**src/pkg/fqt_regs.vh**
```
`ifndef FQT_REGS_VH
`define FQT_REGS_VH
// Register byte offsets on the bus
`define FQT_REG_CMD 12'h000
`define FQT_REG_MODE 12'h004
`define FQT_REG_QSEL 12'h008
`define FQT_REG_QDATA 12'h00C
`define FQT_REG_QCNT 12'h010
// Read window: adr[11:10] selects it, adr[9:2] is the word offset
`define FQT_WIN_HI 11
`define FQT_WIN_LO 10
`define FQT_WIN_SEL 2'h1
`define FQT_WIDX_HI 9
`define FQT_WIDX_LO 2
// Mode register fields
`define FQT_MODE_QUERY 0
`define FQT_MODE_BADCMD 1
`define FQT_MODE_TMO 2
// Commands written to the command register
`define FQT_CMD_QUERY 8'h98
`define FQT_CMD_ARRAY 8'hFF
`define FQT_CMD_ARRAY_ALT 8'hF0
// Query offsets
`define FQT_Q_VEND_LO 8'h01
`define FQT_Q_VEND_HI 8'h0F
`define FQT_Q_SIG0 8'h10
`define FQT_Q_SIG1 8'h11
`define FQT_Q_SIG2 8'h12
`define FQT_Q_PID_LO 8'h13
`define FQT_Q_PID_HI 8'h14
`define FQT_Q_PTR_LO 8'h15
`define FQT_Q_PTR_HI 8'h16
`define FQT_Q_AID_LO 8'h17
`define FQT_Q_AID_HI 8'h18
`define FQT_Q_SEC_LO 8'h19
`define FQT_Q_SEC_HI 8'h1A
`define FQT_Q_VCC_MIN 8'h1B
`define FQT_Q_VCC_MAX 8'h1C
`define FQT_Q_VPP_MIN 8'h1D
`define FQT_Q_VPP_MAX 8'h1E
`define FQT_Q_T_WORD 8'h1F
`define FQT_Q_T_BUF 8'h20
`define FQT_Q_T_BLK 8'h21
`define FQT_Q_T_CHIP 8'h22
`define FQT_Q_M_WORD 8'h23
`define FQT_Q_M_BUF 8'h24
`define FQT_Q_M_BLK 8'h25
`define FQT_Q_M_CHIP 8'h26
// Query contents
`define FQT_D_NONE 8'h00
`define FQT_D_SIG0 8'h51
`define FQT_D_SIG1 8'h52
`define FQT_D_SIG2 8'h59
`define FQT_D_PTR_LO 8'h0A
`define FQT_D_PTR_HI 8'h01
`define FQT_D_VCC_MIN 8'h17
`define FQT_D_VCC_MAX 8'h20
`define FQT_D_VPP_MIN 8'h85
`define FQT_D_VPP_MAX 8'h95
`define FQT_D_T_WORD 8'h08
`define FQT_D_T_BUF 8'h09
`define FQT_D_T_BLK 8'h0A
`define FQT_D_M_WORD 8'h01
`define FQT_D_M_BUF 8'h01
`define FQT_D_M_BLK 8'h02
// Reset values and counts
`define FQT_RST_BYTE 8'h00
`define FQT_RST_WORD 16'h0000
`define FQT_ZERO32 32'h00000000
`define FQT_ARRAY_TMO 8'h40
`endif

```
**src/verilog/fqt_rom.v**
```verilog
`timescale 1ns/100ps
`include "fqt_regs.vh"
module fqt_rom #(
	parameter [7:0] VENDOR_FILL = 8'hA5, // Arbitrary value for vendor-reserved offsets
	parameter [15:0] CMDSET_ID = 16'h5A3C // Arbitrary primary command set code
) (
	input wire [7:0] offset, // Query word offset
	output reg [15:0] data // Query word
);
reg [7:0] lo;

always @* begin
	lo = `FQT_D_NONE;
	if (offset >= `FQT_Q_VEND_LO && offset <= `FQT_Q_VEND_HI) begin
		lo = VENDOR_FILL;
	end else begin
		case (offset)
		`FQT_Q_SIG0: lo = `FQT_D_SIG0;
		`FQT_Q_SIG1: lo = `FQT_D_SIG1;
		`FQT_Q_SIG2: lo = `FQT_D_SIG2;
		`FQT_Q_PID_LO: lo = CMDSET_ID[7:0];
		`FQT_Q_PID_HI: lo = CMDSET_ID[15:8];
		`FQT_Q_PTR_LO: lo = `FQT_D_PTR_LO;
		`FQT_Q_PTR_HI: lo = `FQT_D_PTR_HI;
		`FQT_Q_AID_LO: lo = `FQT_D_NONE;
		`FQT_Q_AID_HI: lo = `FQT_D_NONE;
		`FQT_Q_SEC_LO: lo = `FQT_D_NONE;
		`FQT_Q_SEC_HI: lo = `FQT_D_NONE;
		`FQT_Q_VCC_MIN: lo = `FQT_D_VCC_MIN;
		`FQT_Q_VCC_MAX: lo = `FQT_D_VCC_MAX;
		`FQT_Q_VPP_MIN: lo = `FQT_D_VPP_MIN;
		`FQT_Q_VPP_MAX: lo = `FQT_D_VPP_MAX;
		`FQT_Q_T_WORD: lo = `FQT_D_T_WORD;
		`FQT_Q_T_BUF: lo = `FQT_D_T_BUF;
		`FQT_Q_T_BLK: lo = `FQT_D_T_BLK;
		`FQT_Q_T_CHIP: lo = `FQT_D_NONE;
		`FQT_Q_M_WORD: lo = `FQT_D_M_WORD;
		`FQT_Q_M_BUF: lo = `FQT_D_M_BUF;
		`FQT_Q_M_BLK: lo = `FQT_D_M_BLK;
		`FQT_Q_M_CHIP: lo = `FQT_D_NONE;
		default: lo = `FQT_D_NONE;
		endcase
	end
	data = {`FQT_D_NONE, lo};
end
endmodule

```
**src/verilog/fqt_mode.v**
```verilog
`timescale 1ns/100ps
`include "fqt_regs.vh"
module fqt_mode (
	input wire ref_clk, // System clock
	input wire rst, // Asynchronous reset, active high
	input wire cmd_wr, // Command byte write strobe
	input wire [7:0] cmd_data, // Command byte
	input wire clr_bad, // Clear unknown-command flag
	output reg query_mode, // Query output mode active
	output reg [7:0] last_cmd, // Last command byte written
	output reg bad_cmd // Sticky unknown-command flag
);
wire is_query;
wire is_array;

assign is_query = cmd_data == `FQT_CMD_QUERY;
assign is_array = cmd_data == `FQT_CMD_ARRAY || cmd_data == `FQT_CMD_ARRAY_ALT;

always @(posedge ref_clk or posedge rst) begin
	if (rst) begin
		query_mode <= 1'b0;
		last_cmd <= `FQT_RST_BYTE;
		bad_cmd <= 1'b0;
	end else begin
		if (cmd_wr) begin
			last_cmd <= cmd_data;
		end
		// Query mode holds until an array read command arrives
		if (cmd_wr && is_query) begin
			query_mode <= 1'b1;
		end else if (cmd_wr && is_array) begin
			query_mode <= 1'b0;
		end
		// Unknown commands leave the mode alone; setting wins over clearing
		if (cmd_wr && !is_query && !is_array) begin
			bad_cmd <= 1'b1;
		end else if (clr_bad) begin
			bad_cmd <= 1'b0;
		end
	end
end
endmodule

```
**src/verilog/fqt_query.v**
```verilog
// Summary of operation
// - Query command switches reads to query table
// - Offsets 1 to Fh hold vendor filler
// - Offsets 10h-12h return 51, 52, 59
// - Offsets 13h/14h hold primary command-set code
// - Offsets 15h/16h hold pointer 010Ah
// - Offsets 17h/18h return zero, no alternate
// - Offsets 19h/1Ah return zero, no secondary table
// - Offsets 1Bh/1Ch return 17 and 20
// - Offsets 1Dh/1Eh return 85 and 95
// - Offset 1Fh returns word program exponent 08
// - Offset 20h returns buffer program exponent 09
// - Offset 21h returns block erase exponent 0A
// - Offsets 22h and 26h return 00
// - Offset 23h returns 01
// - Offset 24h returns 01
// - Offset 25h returns 02
// - Upper byte of every query word is zero
// - Multi-byte fields are stored low byte first
//
// Added by the designer: register access over Wishbone and the register offsets.
`timescale 1ns/100ps
`include "fqt_regs.vh"
module fqt_query #(
	parameter [7:0] ARRAY_TMO = `FQT_ARRAY_TMO, // Cycles to wait for array data
	parameter [7:0] VENDOR_FILL = 8'hA5, // Arbitrary value for vendor-reserved offsets
	parameter [15:0] CMDSET_ID = 16'h5A3C // Arbitrary primary command set code
) (
	input wire ref_clk, // System clock, 25 MHz
	input wire rst, // Asynchronous reset, active high
	input wire wb_cyc_i, // Bus cycle
	input wire wb_stb_i, // Strobe
	input wire wb_we_i, // Write enable
	input wire [11:0] wb_adr_i, // Byte address
	input wire [3:0] wb_sel_i, // Byte lane selects
	input wire [31:0] wb_dat_i, // Write data
	output reg [31:0] wb_dat_o, // Read data
	output reg wb_ack_o, // Acknowledge
	output reg array_req, // Array read request, held until valid or the timeout
	output reg [7:0] array_addr, // Array word address
	input wire [15:0] array_data, // Array read data
	input wire array_valid, // Array data valid
	output reg query_active // Query output mode flag
);
localparam [1:0] ST_IDLE = 2'b00;
localparam [1:0] ST_ARRAY = 2'b01;
localparam [1:0] ST_DONE = 2'b10;

reg [1:0] state;
reg [7:0] qsel;
reg [15:0] qcnt;
reg [7:0] tmo_cnt;
reg tmo_err;
reg [31:0] next_dat;
reg [7:0] rom_off;

// One-hot register selects from the address decode
reg sel_cmd;
reg sel_mode;
reg sel_qsel;
reg sel_qdata;
reg sel_qcnt;

// Next values; each register below except query_active is loaded from exactly one of these
reg [1:0] next_state;
reg next_ack;
reg [31:0] next_rdata;
reg next_array_req;
reg [7:0] next_array_addr;
reg [7:0] next_tmo_cnt;
reg [7:0] next_qsel;
reg [15:0] next_qcnt;
reg next_tmo_err;

wire req;
wire win_hit;
wire [7:0] win_idx;
wire query_mode;
wire [7:0] last_cmd;
wire bad_cmd;
wire [15:0] rom_data;
wire cmd_wr;
wire mode_wr;
wire qsel_wr;
wire qcnt_wr;
wire array_rd;
wire query_rd;
wire tmo_hit;

// A new request is only taken while idle, one at a time
assign req = wb_cyc_i && wb_stb_i && state == ST_IDLE;
assign win_hit = wb_adr_i[`FQT_WIN_HI:`FQT_WIN_LO] == `FQT_WIN_SEL;
assign win_idx = wb_adr_i[`FQT_WIDX_HI:`FQT_WIDX_LO];

// Named registers by exact address; window and unmapped addresses select none
always @* begin
	sel_cmd = 1'b0;
	sel_mode = 1'b0;
	sel_qsel = 1'b0;
	sel_qdata = 1'b0;
	sel_qcnt = 1'b0;
	if (wb_adr_i == `FQT_REG_CMD) begin
		sel_cmd = 1'b1;
	end else if (wb_adr_i == `FQT_REG_MODE) begin
		sel_mode = 1'b1;
	end else if (wb_adr_i == `FQT_REG_QSEL) begin
		sel_qsel = 1'b1;
	end else if (wb_adr_i == `FQT_REG_QDATA) begin
		sel_qdata = 1'b1;
	end else if (wb_adr_i == `FQT_REG_QCNT) begin
		sel_qcnt = 1'b1;
	end
end

// Byte-wide registers need lane 0; the counter clears on any write
assign cmd_wr = req && wb_we_i && wb_sel_i[0] && sel_cmd;
assign mode_wr = req && wb_we_i && wb_sel_i[0] && sel_mode;
assign qsel_wr = req && wb_we_i && wb_sel_i[0] && sel_qsel;
assign qcnt_wr = req && wb_we_i && sel_qcnt;

// Window reads go to the array unless query mode is on
assign array_rd = req && !wb_we_i && win_hit && !query_mode;
assign query_rd = req && !wb_we_i && win_hit && query_mode;

// The wait counter starts at zero, so the last waiting cycle is one below the limit
assign tmo_hit = state == ST_ARRAY && !array_valid && tmo_cnt == ARRAY_TMO - 8'h01;

fqt_mode u_mode (
	.ref_clk(ref_clk),
	.rst(rst),
	.cmd_wr(cmd_wr),
	.cmd_data(wb_dat_i[7:0]),
	.clr_bad(mode_wr && wb_dat_i[`FQT_MODE_BADCMD]),
	.query_mode(query_mode),
	.last_cmd(last_cmd),
	.bad_cmd(bad_cmd)
);

fqt_rom #(
	.VENDOR_FILL(VENDOR_FILL),
	.CMDSET_ID(CMDSET_ID)
) u_rom (
	.offset(rom_off),
	.data(rom_data)
);

// The table is shared by the window and the indirect data register
always @* begin
	if (win_hit) begin
		rom_off = win_idx;
	end else begin
		rom_off = qsel;
	end
end

// Read data for requests answered from local state
always @* begin
	next_dat = `FQT_ZERO32;
	if (win_hit) begin
		if (query_mode) begin
			next_dat = {`FQT_RST_WORD, rom_data};
		end
	end else if (sel_cmd) begin
		next_dat = {`FQT_RST_WORD, `FQT_RST_BYTE, last_cmd};
	end else if (sel_mode) begin
		next_dat[`FQT_MODE_QUERY] = query_mode;
		next_dat[`FQT_MODE_BADCMD] = bad_cmd;
		next_dat[`FQT_MODE_TMO] = tmo_err;
	end else if (sel_qsel) begin
		next_dat = {`FQT_RST_WORD, `FQT_RST_BYTE, qsel};
	end else if (sel_qdata) begin
		if (query_mode) begin
			next_dat = {`FQT_RST_WORD, rom_data};
		end
	end else if (sel_qcnt) begin
		next_dat = {`FQT_RST_WORD, qcnt};
	end else begin
		next_dat = `FQT_ZERO32;
	end
end

// Bus sequencer: one request at a time, one-cycle ack, no new request taken during the ack cycle
always @* begin
	next_state = state;
	next_ack = 1'b0;
	case (state)
	ST_IDLE: begin
		// Array-mode window reads wait for the array before acking
		if (array_rd) begin
			next_state = ST_ARRAY;
		end else if (req) begin
			next_ack = 1'b1;
			next_state = ST_DONE;
		end
	end
	ST_ARRAY: begin
		// A word and the timeout never meet: the timeout needs valid low
		if (array_valid || tmo_hit) begin
			next_ack = 1'b1;
			next_state = ST_DONE;
		end
	end
	ST_DONE: begin
		// Ack is high for this one cycle; the master releases as it ends
		next_state = ST_IDLE;
	end
	default: begin
		next_state = ST_IDLE;
	end
	endcase
end

// Array link: request and address hold until a word or the timeout
always @* begin
	next_array_req = array_req;
	next_array_addr = array_addr;
	next_tmo_cnt = tmo_cnt;
	case (state)
	ST_IDLE: begin
		if (array_rd) begin
			next_array_req = 1'b1;
			next_array_addr = win_idx;
			next_tmo_cnt = `FQT_RST_BYTE;
		end
	end
	ST_ARRAY: begin
		if (array_valid || tmo_hit) begin
			next_array_req = 1'b0;
		end else begin
			next_tmo_cnt = tmo_cnt + 8'h01;
		end
	end
	default: begin
		// Done and any stray code: the link is idle or made idle
		next_array_req = 1'b0;
	end
	endcase
end

// Read data holds until the next read answer
always @* begin
	next_rdata = wb_dat_o;
	case (state)
	ST_IDLE: begin
		// Writes leave the last read word in place
		if (req && !array_rd && !wb_we_i) begin
			next_rdata = next_dat;
		end
	end
	ST_ARRAY: begin
		if (array_valid) begin
			next_rdata = {`FQT_RST_WORD, array_data};
		end else if (tmo_hit) begin
			// No answer from the array: finish with zero data
			next_rdata = `FQT_ZERO32;
		end
	end
	default: begin
		next_rdata = wb_dat_o;
	end
	endcase
end

// Bus-side registers
always @(posedge ref_clk or posedge rst) begin
	if (rst) begin
		state <= ST_IDLE;
		wb_ack_o <= 1'b0;
		wb_dat_o <= `FQT_ZERO32;
		array_req <= 1'b0;
		array_addr <= `FQT_RST_BYTE;
		tmo_cnt <= `FQT_RST_BYTE;
	end else begin
		state <= next_state;
		wb_ack_o <= next_ack;
		wb_dat_o <= next_rdata;
		array_req <= next_array_req;
		array_addr <= next_array_addr;
		tmo_cnt <= next_tmo_cnt;
	end
end

// Indirect offset register and query read counter
always @* begin
	next_qsel = qsel;
	next_qcnt = qcnt;
	if (qsel_wr) begin
		next_qsel = wb_dat_i[7:0];
	end
	// Any write clears the counter; it saturates instead of wrapping
	if (qcnt_wr) begin
		next_qcnt = `FQT_RST_WORD;
	end else if (query_rd && qcnt != ~`FQT_RST_WORD) begin
		next_qcnt = qcnt + 16'h0001;
	end
end

always @(posedge ref_clk or posedge rst) begin
	if (rst) begin
		qsel <= `FQT_RST_BYTE;
		qcnt <= `FQT_RST_WORD;
	end else begin
		qsel <= next_qsel;
		qcnt <= next_qcnt;
	end
end

// Sticky timeout flag; a new timeout wins over a clear
always @* begin
	next_tmo_err = tmo_err;
	if (tmo_hit) begin
		next_tmo_err = 1'b1;
	end else if (mode_wr && wb_dat_i[`FQT_MODE_TMO]) begin
		next_tmo_err = 1'b0;
	end
end

always @(posedge ref_clk or posedge rst) begin
	if (rst) begin
		tmo_err <= 1'b0;
	end else begin
		tmo_err <= next_tmo_err;
	end
end

// Mode flag brought out from a flip-flop of this module
always @(posedge ref_clk or posedge rst) begin
	if (rst) begin
		query_active <= 1'b0;
	end else begin
		query_active <= query_mode;
	end
end
endmodule

```
**config.mk**
```make
export PLATFORM = sky130hd
export DESIGN_NAME = fqt_query
export DESIGN_NICKNAME = d
export VERILOG_FILES = /design/src/verilog/fqt_rom.v /design/src/verilog/fqt_mode.v /design/src/verilog/fqt_query.v
export VERILOG_INCLUDE_DIRS = /design/src /design/src/pkg
export SDC_FILE = /design/constraint.sdc
export NUM_CORES = 1
export LEC_CHECK = 0
export ABC_AREA = 0
export CAP_MARGIN = 20
export CELL_PAD_IN_SITES_DETAIL_PLACEMENT = 1
export CELL_PAD_IN_SITES_GLOBAL_PLACEMENT = 1
export CORE_ASPECT_RATIO = 0.75
export CORE_MARGIN = 3
export CORE_UTILIZATION = 53
export CTS_BUF_LIST = sky130_fd_sc_hd__clkbuf_8
export CTS_CLUSTER_SIZE = 12
export DETAILED_ROUTE_END_ITERATION = 6
export DONT_BUFFER_PORTS = 1
export PLACE_DENSITY_LB_ADDON = 0.1
export SLEW_MARGIN = 20
export SYNTH_ARGS = -nofsm -noshare
export SYNTH_HDL_FRONTEND = slang
export SYNTH_SLANG_ARGS = --single-unit
```
**constraint.sdc**
```tcl
create_clock -name ref_clk -period 3.55 [get_ports ref_clk]
set_input_delay 0.355 -clock ref_clk [delete_from_list [all_inputs] [get_ports ref_clk]]
set_output_delay 0.355 -clock ref_clk [all_outputs]
set_load 0.01 [all_outputs]
```
**Yosys cells after proc, flatten, opt, wreduce, memory -nomap -nowiden**

Memory sizes are Yosys's and may differ from the RTL's.
Cells that the tools add are included.

- Memories: 1
- Input port bits: 70
- Flip-flop bits (word level): 88
- Memory bits (read-only): 512

Memories:

| name | words | width | read ports | clocked after memory_dff | write ports | line | source |
|---|---|---|---|---|---|---|---|
| (name not given) | 64 | 8 | 1 | 0 | 0 | fqt_rom.v:17 | `case (offset)` |

- Add/sub/neg operators: 2
- $lt $le $gt $ge: 2
- Equality and inequality tests: 17
- Reductions and logical operators: 45
- Muxes and demuxes: 52

Operator list:

| operator | count |
|---|---|
| 2-to-1 mux 32 bit | 7 |
| case mux 32 bit (2 select lines) | 1 |
| 2-to-1 mux 16 bit | 3 |
| 2-to-1 mux 8 bit | 6 |
| 2-to-1 mux 29 bit | 1 |
| 2-to-1 mux 1 bit | 26 |
| == test 12 x 4 -> 1 bit, second input constant | 2 |
| == test 8 bit, second input constant | 3 |
| logical AND 1 bit | 24 |
| adder 16 x 1 -> 16 bit, second input constant | 1 |
| inequality test 16 bit, second input constant | 1 |
| case mux 8 bit (2 select lines) | 1 |
| == test 12 x 3 -> 1 bit, second input constant | 1 |
| == test 12 x 5 -> 1 bit, second input constant | 1 |
| logical NOT 12 bit | 1 |
| nonzero test 2 bit | 5 |
| adder 8 x 1 -> 8 bit, second input constant | 1 |
| == test 8 x 6 -> 1 bit, second input constant | 1 |
| greater-or-equal comparator 8 x 1 -> 1 bit, second input constant | 1 |
| less-or-equal comparator 8 x 4 -> 1 bit, second input constant | 1 |
| logical NOT 1 bit | 6 |
| 2-to-1 mux 2 bit | 3 |
| inequality test 3 bit, second input constant | 2 |
| AND reduction 2 bit | 3 |
| other kinds (9) | 16 |

**Depth between registers and ports, before layout**

Gate-level depths: netlist of the first run.

- Depth in word-level cells: 14
- Depth in mapped cells: 12
- Depth with buffers taken out: 10

**Hierarchy**

From an unflattened synthesis of the first run, not the netlist that was laid out.

- Cells, all modules: 493
- Area, all modules: 4,788.3 µm²

By module, submodules not included:

| module | seq. area each (µm²) | times used | cells each | area an instance (µm²) |
|---|---|---|---|---|
| fqt_query | 1,551.5 | 1 | 398 | 3,888.7 |
| fqt_rom | 0.0 | 1 | 62 | 459.2 |
| fqt_mode | 250.2 | 1 | 33 | 440.4 |

**Least setup slack after synthesis of the first run**

No wires, ideal clock.

- Path kind: input port to flip-flop
- Start point: in wb_adr_i[11]
- End point: reg wb_dat_o[0]
- Arrival: 2.153 ns
- Setup slack: 1.267 ns
- Stages: 9
- Path buffers: 2
- Library setup time: 0.130 ns
- Path through: nand2b_1 > buf_2 > buf_2 > mux2i_1 > ha_1 > mux2_2 > a211oi_1 > o21a_1 > o21ai_0

- Word-level cells in the longest chain between the ends: 14
- Elaborated cells between the ends (all ways): 45
- Those cells by class: order compare: 2; eq/ne: 6; mux: 27; reduce/logical: 9; memory: 1

Ends and longest elaborated chain:

| item | line | source |
|---|---|---|
| start, declared | fqt_query.v:34 | `input wire [11:0] wb_adr_i,` |
| branches (longest 14 deep; another with memory (64 x 8 bit)) | n/a |  |
| end signal, assigned | fqt_query.v:269 | `` wb_dat_o <= `FQT_ZERO32; `` |
| end signal, assigned | fqt_query.v:276 | `wb_dat_o <= next_rdata;` |
| end, declared | fqt_query.v:37 | `output reg [31:0] wb_dat_o,` |

Parallel ways; which one is timed is not known. The select of a mux whose other input is x is not followed.
A chain may end at the register's enable or synchronous reset.

**Worst setup path after layout of the first run**

- Start point: in wb_adr_i[6]
- End point: reg qsel[3]

- Word-level cells in the longest chain between the ends: 5
- Elaborated cells between the ends (all ways): 7
- Those cells by class: eq/ne: 2; mux: 3; reduce/logical: 2

Ends and longest elaborated chain:

| item | line | source |
|---|---|---|
| == test 12 x 4 -> 1 bit (no line) | n/a |  |
| 2-to-1 mux 1 bit | fqt_query.v:106 | `` end else if (wb_adr_i == `FQT_REG_QSEL) begin `` |
| 2-to-1 mux 1 bit | fqt_query.v:104 | `` end else if (wb_adr_i == `FQT_REG_MODE) begin `` |
| 2-to-1 mux 1 bit * | fqt_query.v:102 | `` if (wb_adr_i == `FQT_REG_CMD) begin `` |
| logical AND 1 bit * | fqt_query.v:118 | `assign qsel_wr = req && wb_we_i && wb_sel_i[0] && sel_qsel;` |
| end signal, assigned | fqt_query.v:300 | `` qsel <= `FQT_RST_BYTE; `` |
| end signal, assigned | fqt_query.v:303 | `qsel <= next_qsel;` |
| end, declared | fqt_query.v:50 | `reg [7:0] qsel;` |

Mark *: on every way between the ends. The rest lies on a longest branch, timed or not.

==> run_results.csv, run 1 <==
group,metric,value,unit
outcome,status,"complete, no violations",
pwr,power.total,1.86,mW
synthesis,syn_area,0.00439,mm²
clocking,cts_buffers,9,
worst_setup_path,worstPathArrival,2.69,ns
finish,layout_commonest_cell,"dfrtp_1",
clocking,root_buffer,"clkbuf_8",
placement,post-place-ws,0.766,ns
synthesis,synth_ff_type,"dfrtp_1",
finish,diodes,0,
finish,fin_nets,551,
finish,seqCellArea,0.00180,mm²
die,start_util,55.2,%
global_route,track_usage,28.2,%
synthesis,netlist.area_leader.share,41.1,%
finish,fill_cells,913,
sta,period_share,69.4,%
route,drt_wl_total,12900,µm
synthesis,synthArstFlopShare,100,%
placement,hpwl,9750,µm
route,post_drt_via_cell_ratio,6.39,
worst_setup_path,cp_max_fo,15,
clocking,cts_tree,"done",
sta,rsz0062_at_grt,"no",
sta,period_minus_slack,2.46,ns
synthesis,synth-edff-count,0,
finish,synthToLayoutAreaGrowth,5.08,%
die,die_area,0.00942,mm²
clocking,post_cts.repair.setup_buffers,0,
clocking,clkTransAtPathRegs,0.08,ns
clocking,cts_sinks,72,
worst_setup_path,worstSetupPathType,"primary input to register",
global_route,grt_pass1_vias,3841,
finish,layout.cells.most_common_list,"dfrtp_1 (72), nand2_1 (54), nor2_1 (46)",
route,avgRoutedWirePerCell,22.1,µm
sta,finalSetupViolCount,0,
placement,gp_congestion,0.903,
min_path,hp-class,"primary input to async pin",
die,core.rowCount,28,
worst_setup_path,cp-start-kind,"primary input",
clocking,clockBufferDepth,2,
sta,fmax,406,MHz
sta,worst_pin_slew,1.04,ns
pwr,p_leak,2.00,nW
sta,finalSetupTns,0,ns
global_route,grt_overflow,0,
synthesis,avgSynthCellArea,9.22,µm²
pwr,ir_worst_vdd,0.000280,V
die,die_x,111,µm
global_route,grt_max_degree,51,
synthesis,synth_area_leaders,"dfrtp_1 (41%), nand2_1 (4.6%), nor2_1 (3.9%)",
global_route,grt_pass1_wl,20900,µm
synthesis,yosysSeqAreaShare,41.1,%
die,pin_count,113,
route,dr.pass1.iters,5,
sta,finalClockSkew,0.0112,ns
route,num_vias,3721,
finish,drive_gt1_share,11.1,%
finish,multi_input_area,0.00236,mm²
die,core,0.00795,mm²
worst_setup_path,reg2regPathDepth,6,
route,ant_nets,0,
flow_run,max_cap_violations,0,
clocking,cts_resized,0,
clocking,clock_latency,0.35,ns
placement,place.port_buffers,0,
sta,timing_hold_violations_final,0,
route,drt_iter0_markers,298,
synthesis,synth_seq_cells,72,
pwr,p_per_area,403,mW/mm²
sta,slew_violations,0,
sta,setup_ws,1.09,ns
die,die_y,84.8,µm
synthesis,yosysTopAreaCell,"dfrtp_1",
clocking,cts_hold_buf,0,
worst_setup_path,critPathCaptureType,"register",
synthesis,syn_inst,476,
synthesis,yosys.cell_types.count,68,
synthesis,yosys_warnings,0,
finish,fin_util,58.0,%
route,route.detailed.drc,0,
global_route,antenna_found_initial,0,
clocking,ctsHtreeMaxLevel,3,
sta,slew_headroom,30.4,%
worst_setup_path,cp.required,3.78,ns
[layout make-up]
type / count / share of cell area (%)
Clock buffer: 10 / 2.99
Clock inverter: 6 / 1.79
Inverter: 15 / 1.25
Multi-Input combinational cell: 369 / 51.2
Sequential cell: 72 / 39.1
Tap cell: 105 / 2.85
Timing Repair Buffer: 5 / 0.814
[layer usage]
| metal | wire [µm] | up-vias | GRT usage, % |
|---|---|---|---|
| li1 | - | 1694 | - |
| met5 | 0 | - | 0 |
| met1 | 5940 | 1876 | 40.4 |
| met4 | 117 | 0 | 5.52 |
| met2 | 5780 | 140 | 43.9 |
| met3 | 1040 | 11 | 7.06 |
[power by group]
group / internal, mW / switching [mW]
Clock: 0.411 / 0.310
Combinational: 0.0745 / 0.107
Sequential: 0.880 / 0.0733
Total: 1.37 / 0.490
[per-stage QoR]
step / hold slack, ns / area, µm² / std cells
2_1_floorplan: 0.442 / 4440 / 491
3_3_place_gp: 0.457 / 4390 / 566
3_5_place_dp: 0.459 / 4390 / 566
4_1_cts: 0.0928 / 4610 / 582
5_1_grt: 0.0833 / 4610 / 582
6_report: 0.0292 / 4610 / 582
[path summary, 6_finish.rpt]
check,startpoint,endpoint,slack [ns]
worst max register to register,u_mode.query_mode,wb_dat_o[2],1.09
min in group ref_clk,wb_dat_i[0],u_mode.last_cmd[0],0.11
worst min register to register,u_mode.last_cmd[0],u_mode.last_cmd[0],0.48
worst max-delay path,wb_adr_i[6],qsel[3],1.09
worst min-delay path,rst,qcnt[5],0.03
max in group asynchronous,rst,wb_dat_o[11],2.83
[logic make-up (layout without fill, tap and decap cells)]
| family | Yosys count | count (layout) | share of synthesized area [%] |
|---|---|---|---|
| AND/OR/NAND/NOR | 180 | 180 | 20.9 |
| AO/OA/AOI/OAI | 119 | 119 | 18.4 |
| flip-flops | 72 | 72 | 41.1 |
| buffers and inverters | 50 | 36 | 6.39 |
| multiplexers | 32 | 32 | 7.96 |
| XOR/XNOR | 13 | 13 | 2.59 |
| adder cells (fa/ha/maj) | 9 | 9 | 2.57 |
| other | 1 | 16 | 0.0855 |
[critical path, cell delays in order]
cell    delay (ns)
or4_1         0.57
or3_1         0.70
nor2_4        0.25
and3_1        0.44
mux2_1        0.37
[synth_stat cells, types with 3 or more instances]
library cell  instances
and3_1                3
xnor2_1               9
nor4_1                4
inv_1                14
mux2_1                8
or2_2                 3
or3_1                 9
nand3_1               9
or4_1                 4
nand4_1               7
nor3_1               12
nand2_1              54
mux2i_1               9
mux2_2               15
buf_4                19
o22ai_1               4
nor2_1               46
and4_1                5
a211oi_1              8
o22a_1                4
nor2b_1               4
ha_1                  9
a21oi_1              19
buf_2                 5
and2_1                3
dfrtp_1              72
o21ai_0              31
xor2_1                4
o211ai_1              4
a221oi_1              3
nand2b_1              4
a22oi_1              11
clkbuf_1              9
a211o_1               3
a31oi_1               3
[sequential cells by signal (all words and copies together), names as in the netlist]
register,flops
tmo_cnt,8
tmo_err,1
u_mode.last_cmd,8
query_active,1
u_mode.query_mode,1
array_req,1
array_addr,8
state,2
qcnt,16
wb_dat_o,16
wb_ack_o,1
qsel,8
u_mode.bad_cmd,1
Note: power is estimated with default switching activity, not from simulation.
==> run 2: changes to the inputs <==
Settings changed: CORE_UTILIZATION 53 to 50.
Clock period 3.55 ns to 2.5 ns, I/O delays scaled along.
==> run 2 against run 1 <==
  * Register-to-register slack got worse by 0.93 ns
  * Die area increased by 5.6%
  * Count of clock-buffer cells in the layout increased by 1
  * First-iteration DRC count increased by 5.7%
  * Worst hold slack got worse by 0.0083 ns
  * Critical path depth increased by 1
  * Clock power increased by 62%
  * Setup slack got worse by 0.93 ns
  * Critical path type is now register to register
  * Largest cell class unchanged
  * Largest power group unchanged
==> run_results.csv, run 2 (synthesis results as in run 1) <==
group,metric,value,unit
sta,worst_pin_slew,0.675,ns
global_route,grt_overflow,0,
sta,whs,0.0209,ns
pwr,p_sw_share,25.4,%
route,drt_iter0_markers,315,
placement,hpwl,9890,µm
pwr,p_int,2.08,mW
clocking,cts_resized,0,
global_route,grt_max_degree,38,
pwr,p_seq_share,48.5,%
sta,finalSetupViolCount,0,
sta,period_share,93.9,%
route,ant_nets,0,
global_route,grt_pass1_wl,21300,µm
finish,layout.cells.most_common_list,"dfrtp_1 (72), nand2_1 (54), nor2_1 (46)",
finish,design_area,0.00476,mm²
min_path,hp-class,"primary input to register",
die,die_y,87.1,µm
route,route.detailed.drc,0,
clocking,cts_buffers,9,
global_route,grt_pass1_vias,3899,
sta,finalClockSkew,0.00662,ns
finish,diodes,0,
finish,fin_util,58.0,%
route,dr.pass1.iters,5,
die,core.rowCount,28,
placement,post-place-ws,0.0509,ns
pwr,ir_worst_vdd,0.000436,V
flow_run,max_cap_violations,0,
global_route,track_usage,27.9,%
clocking,post_cts.repair.setup_buffers,0,
finish,fin_nets,565,
finish,instances_no_fill,596,
finish,top_regs,"qcnt x16, wb_dat_o x16",
route,num_vias,3760,
sta,rsz0062_at_grt,"no",
worst_setup_path,cp.required,2.79,ns
sta,period_minus_slack,2.35,ns
outcome,status,"complete, no violations",
pwr,p_leak,2.08,nW
sta,slew_violations,0,
die,core,0.00820,mm²
clocking,cts_sinks,72,
placement,dpl_cell_area,0.00446,mm²
route,avgRoutedWirePerCell,22.0,µm
die,start_util,53.5,%
sta,setup_ws,0.152,ns
worst_setup_path,critPathCaptureType,"register",
sta,fmax,426,MHz
finish,drive_gt1_share,12.8,%
sta,finalSetupTns,0,ns
route,post_drt_via_cell_ratio,6.31,
route,drt_wl_total,13100,µm
pwr,power.total,2.79,mW
finish,fill_cells,951,
clocking,clock_latency,0.36,ns
worst_setup_path,cp-start-kind,"register",
placement,place.port_buffers,0,
sta,slew_headroom,54.9,%
sta,timing_hold_violations_final,0,
worst_setup_path,worstPathArrival,2.64,ns
clocking,clockBufferDepth,2,
worst_setup_path,worstSetupPathType,"register to register",
pwr,pwr-share-comb,9.6,%
die,pin_count,113,
finish,layout_commonest_cell,"dfrtp_1",
pwr,clockPowerShare,41.9,%
finish,synthToLayoutAreaGrowth,8.44,%
clocking,cts_tree,"done",
clocking,root_buffer,"clkbuf_8",
die,die_x,114,µm
clocking,ctsHtreeMaxLevel,3,
pwr,p_per_area,586,mW/mm²
placement,dp_cells,576,
worst_setup_path,cp_max_fo,6,
placement,gp_congestion,0.905,
clocking,clkTransAtPathRegs,0.08,ns
global_route,antenna_found_initial,0,
pwr,p_switching,0.710,mW
die,die_area,0.00995,mm²
==> run 2: cell count changes in the layout (fill, tap and decap cells not counted), sizes merged <==
cell | previous run | this run
buf | 5 | 15
bufinv | 2 | 3
clkbuf | 10 | 11
clkinv | 5 | 2
dlygate4sd3 | 0 | 4
inv | 13 | 14
==> run 2: area by class of cell <==
class                   instances  area [µm²]  area share (%)
clock buffers                  11         151            3.18
repair buffers                 19         153            3.21
clock inverters                 5         103            2.16
multi-input cells             369        2360            49.6
inverters                      15        56.3            1.18
well taps                     105         131            2.76
flip-flops and latches         72        1800            37.9
==> run 2: routing by layer <==
layer | up-vias | global-route usage (%) | part of all wire [%]
met5 | - | 0 | 0
li1 | 1718 | - | -
met1 | 1895 | 39.9 | 47
met4 | 0 | 8.09 | 1.4
met2 | 129 | 41.7 | 44
met3 | 18 | 7.71 | 8.0
==> run 2: power groups by stage <==
stage / Combinational, mW / Sequential (mW) / Clock [mW]
after floorplan: 0.231 / 1.35 / 0
after global placement: 0.248 / 1.37 / 0
after detailed placement: 0.261 / 1.38 / 0
after CTS: 0.268 / 1.35 / 1.20
after global routing: 0.300 / 1.37 / 1.24
final: 0.268 / 1.35 / 1.17
==> run 2: critical path: stages, from the launching register on <==
cell     delay, ns
dfrtp_1       0.43
or3b_2        0.51
o32ai_1       0.34
o31a_1        0.37
nor2_1        0.09
o41a_1        0.41
o21ai_2       0.13
==> run 2: path summary, 6_finish.rpt <==
path                                   start            to  slack [ns]  depth (start not counted)
setup / recovery                     qsel[6]   wb_dat_o[2]        0.15                          6
min in group asynchronous                rst  query_active        0.45                          3
hold / removal                   wb_dat_i[5]       qsel[5]        0.02                          1
hold reg to reg            u_mode.query_mode  query_active        0.48                          0
max in group asynchronous                rst  wb_dat_o[13]        1.69                          3
setup reg to reg                     qsel[6]   wb_dat_o[2]        0.15                          6
==> run 2: repair_timing <==
item | CTS | global route
hold endpoints to repair | 76 | 0
setup endpoints to repair | 0 | 0
hold buffers | 4 | 0
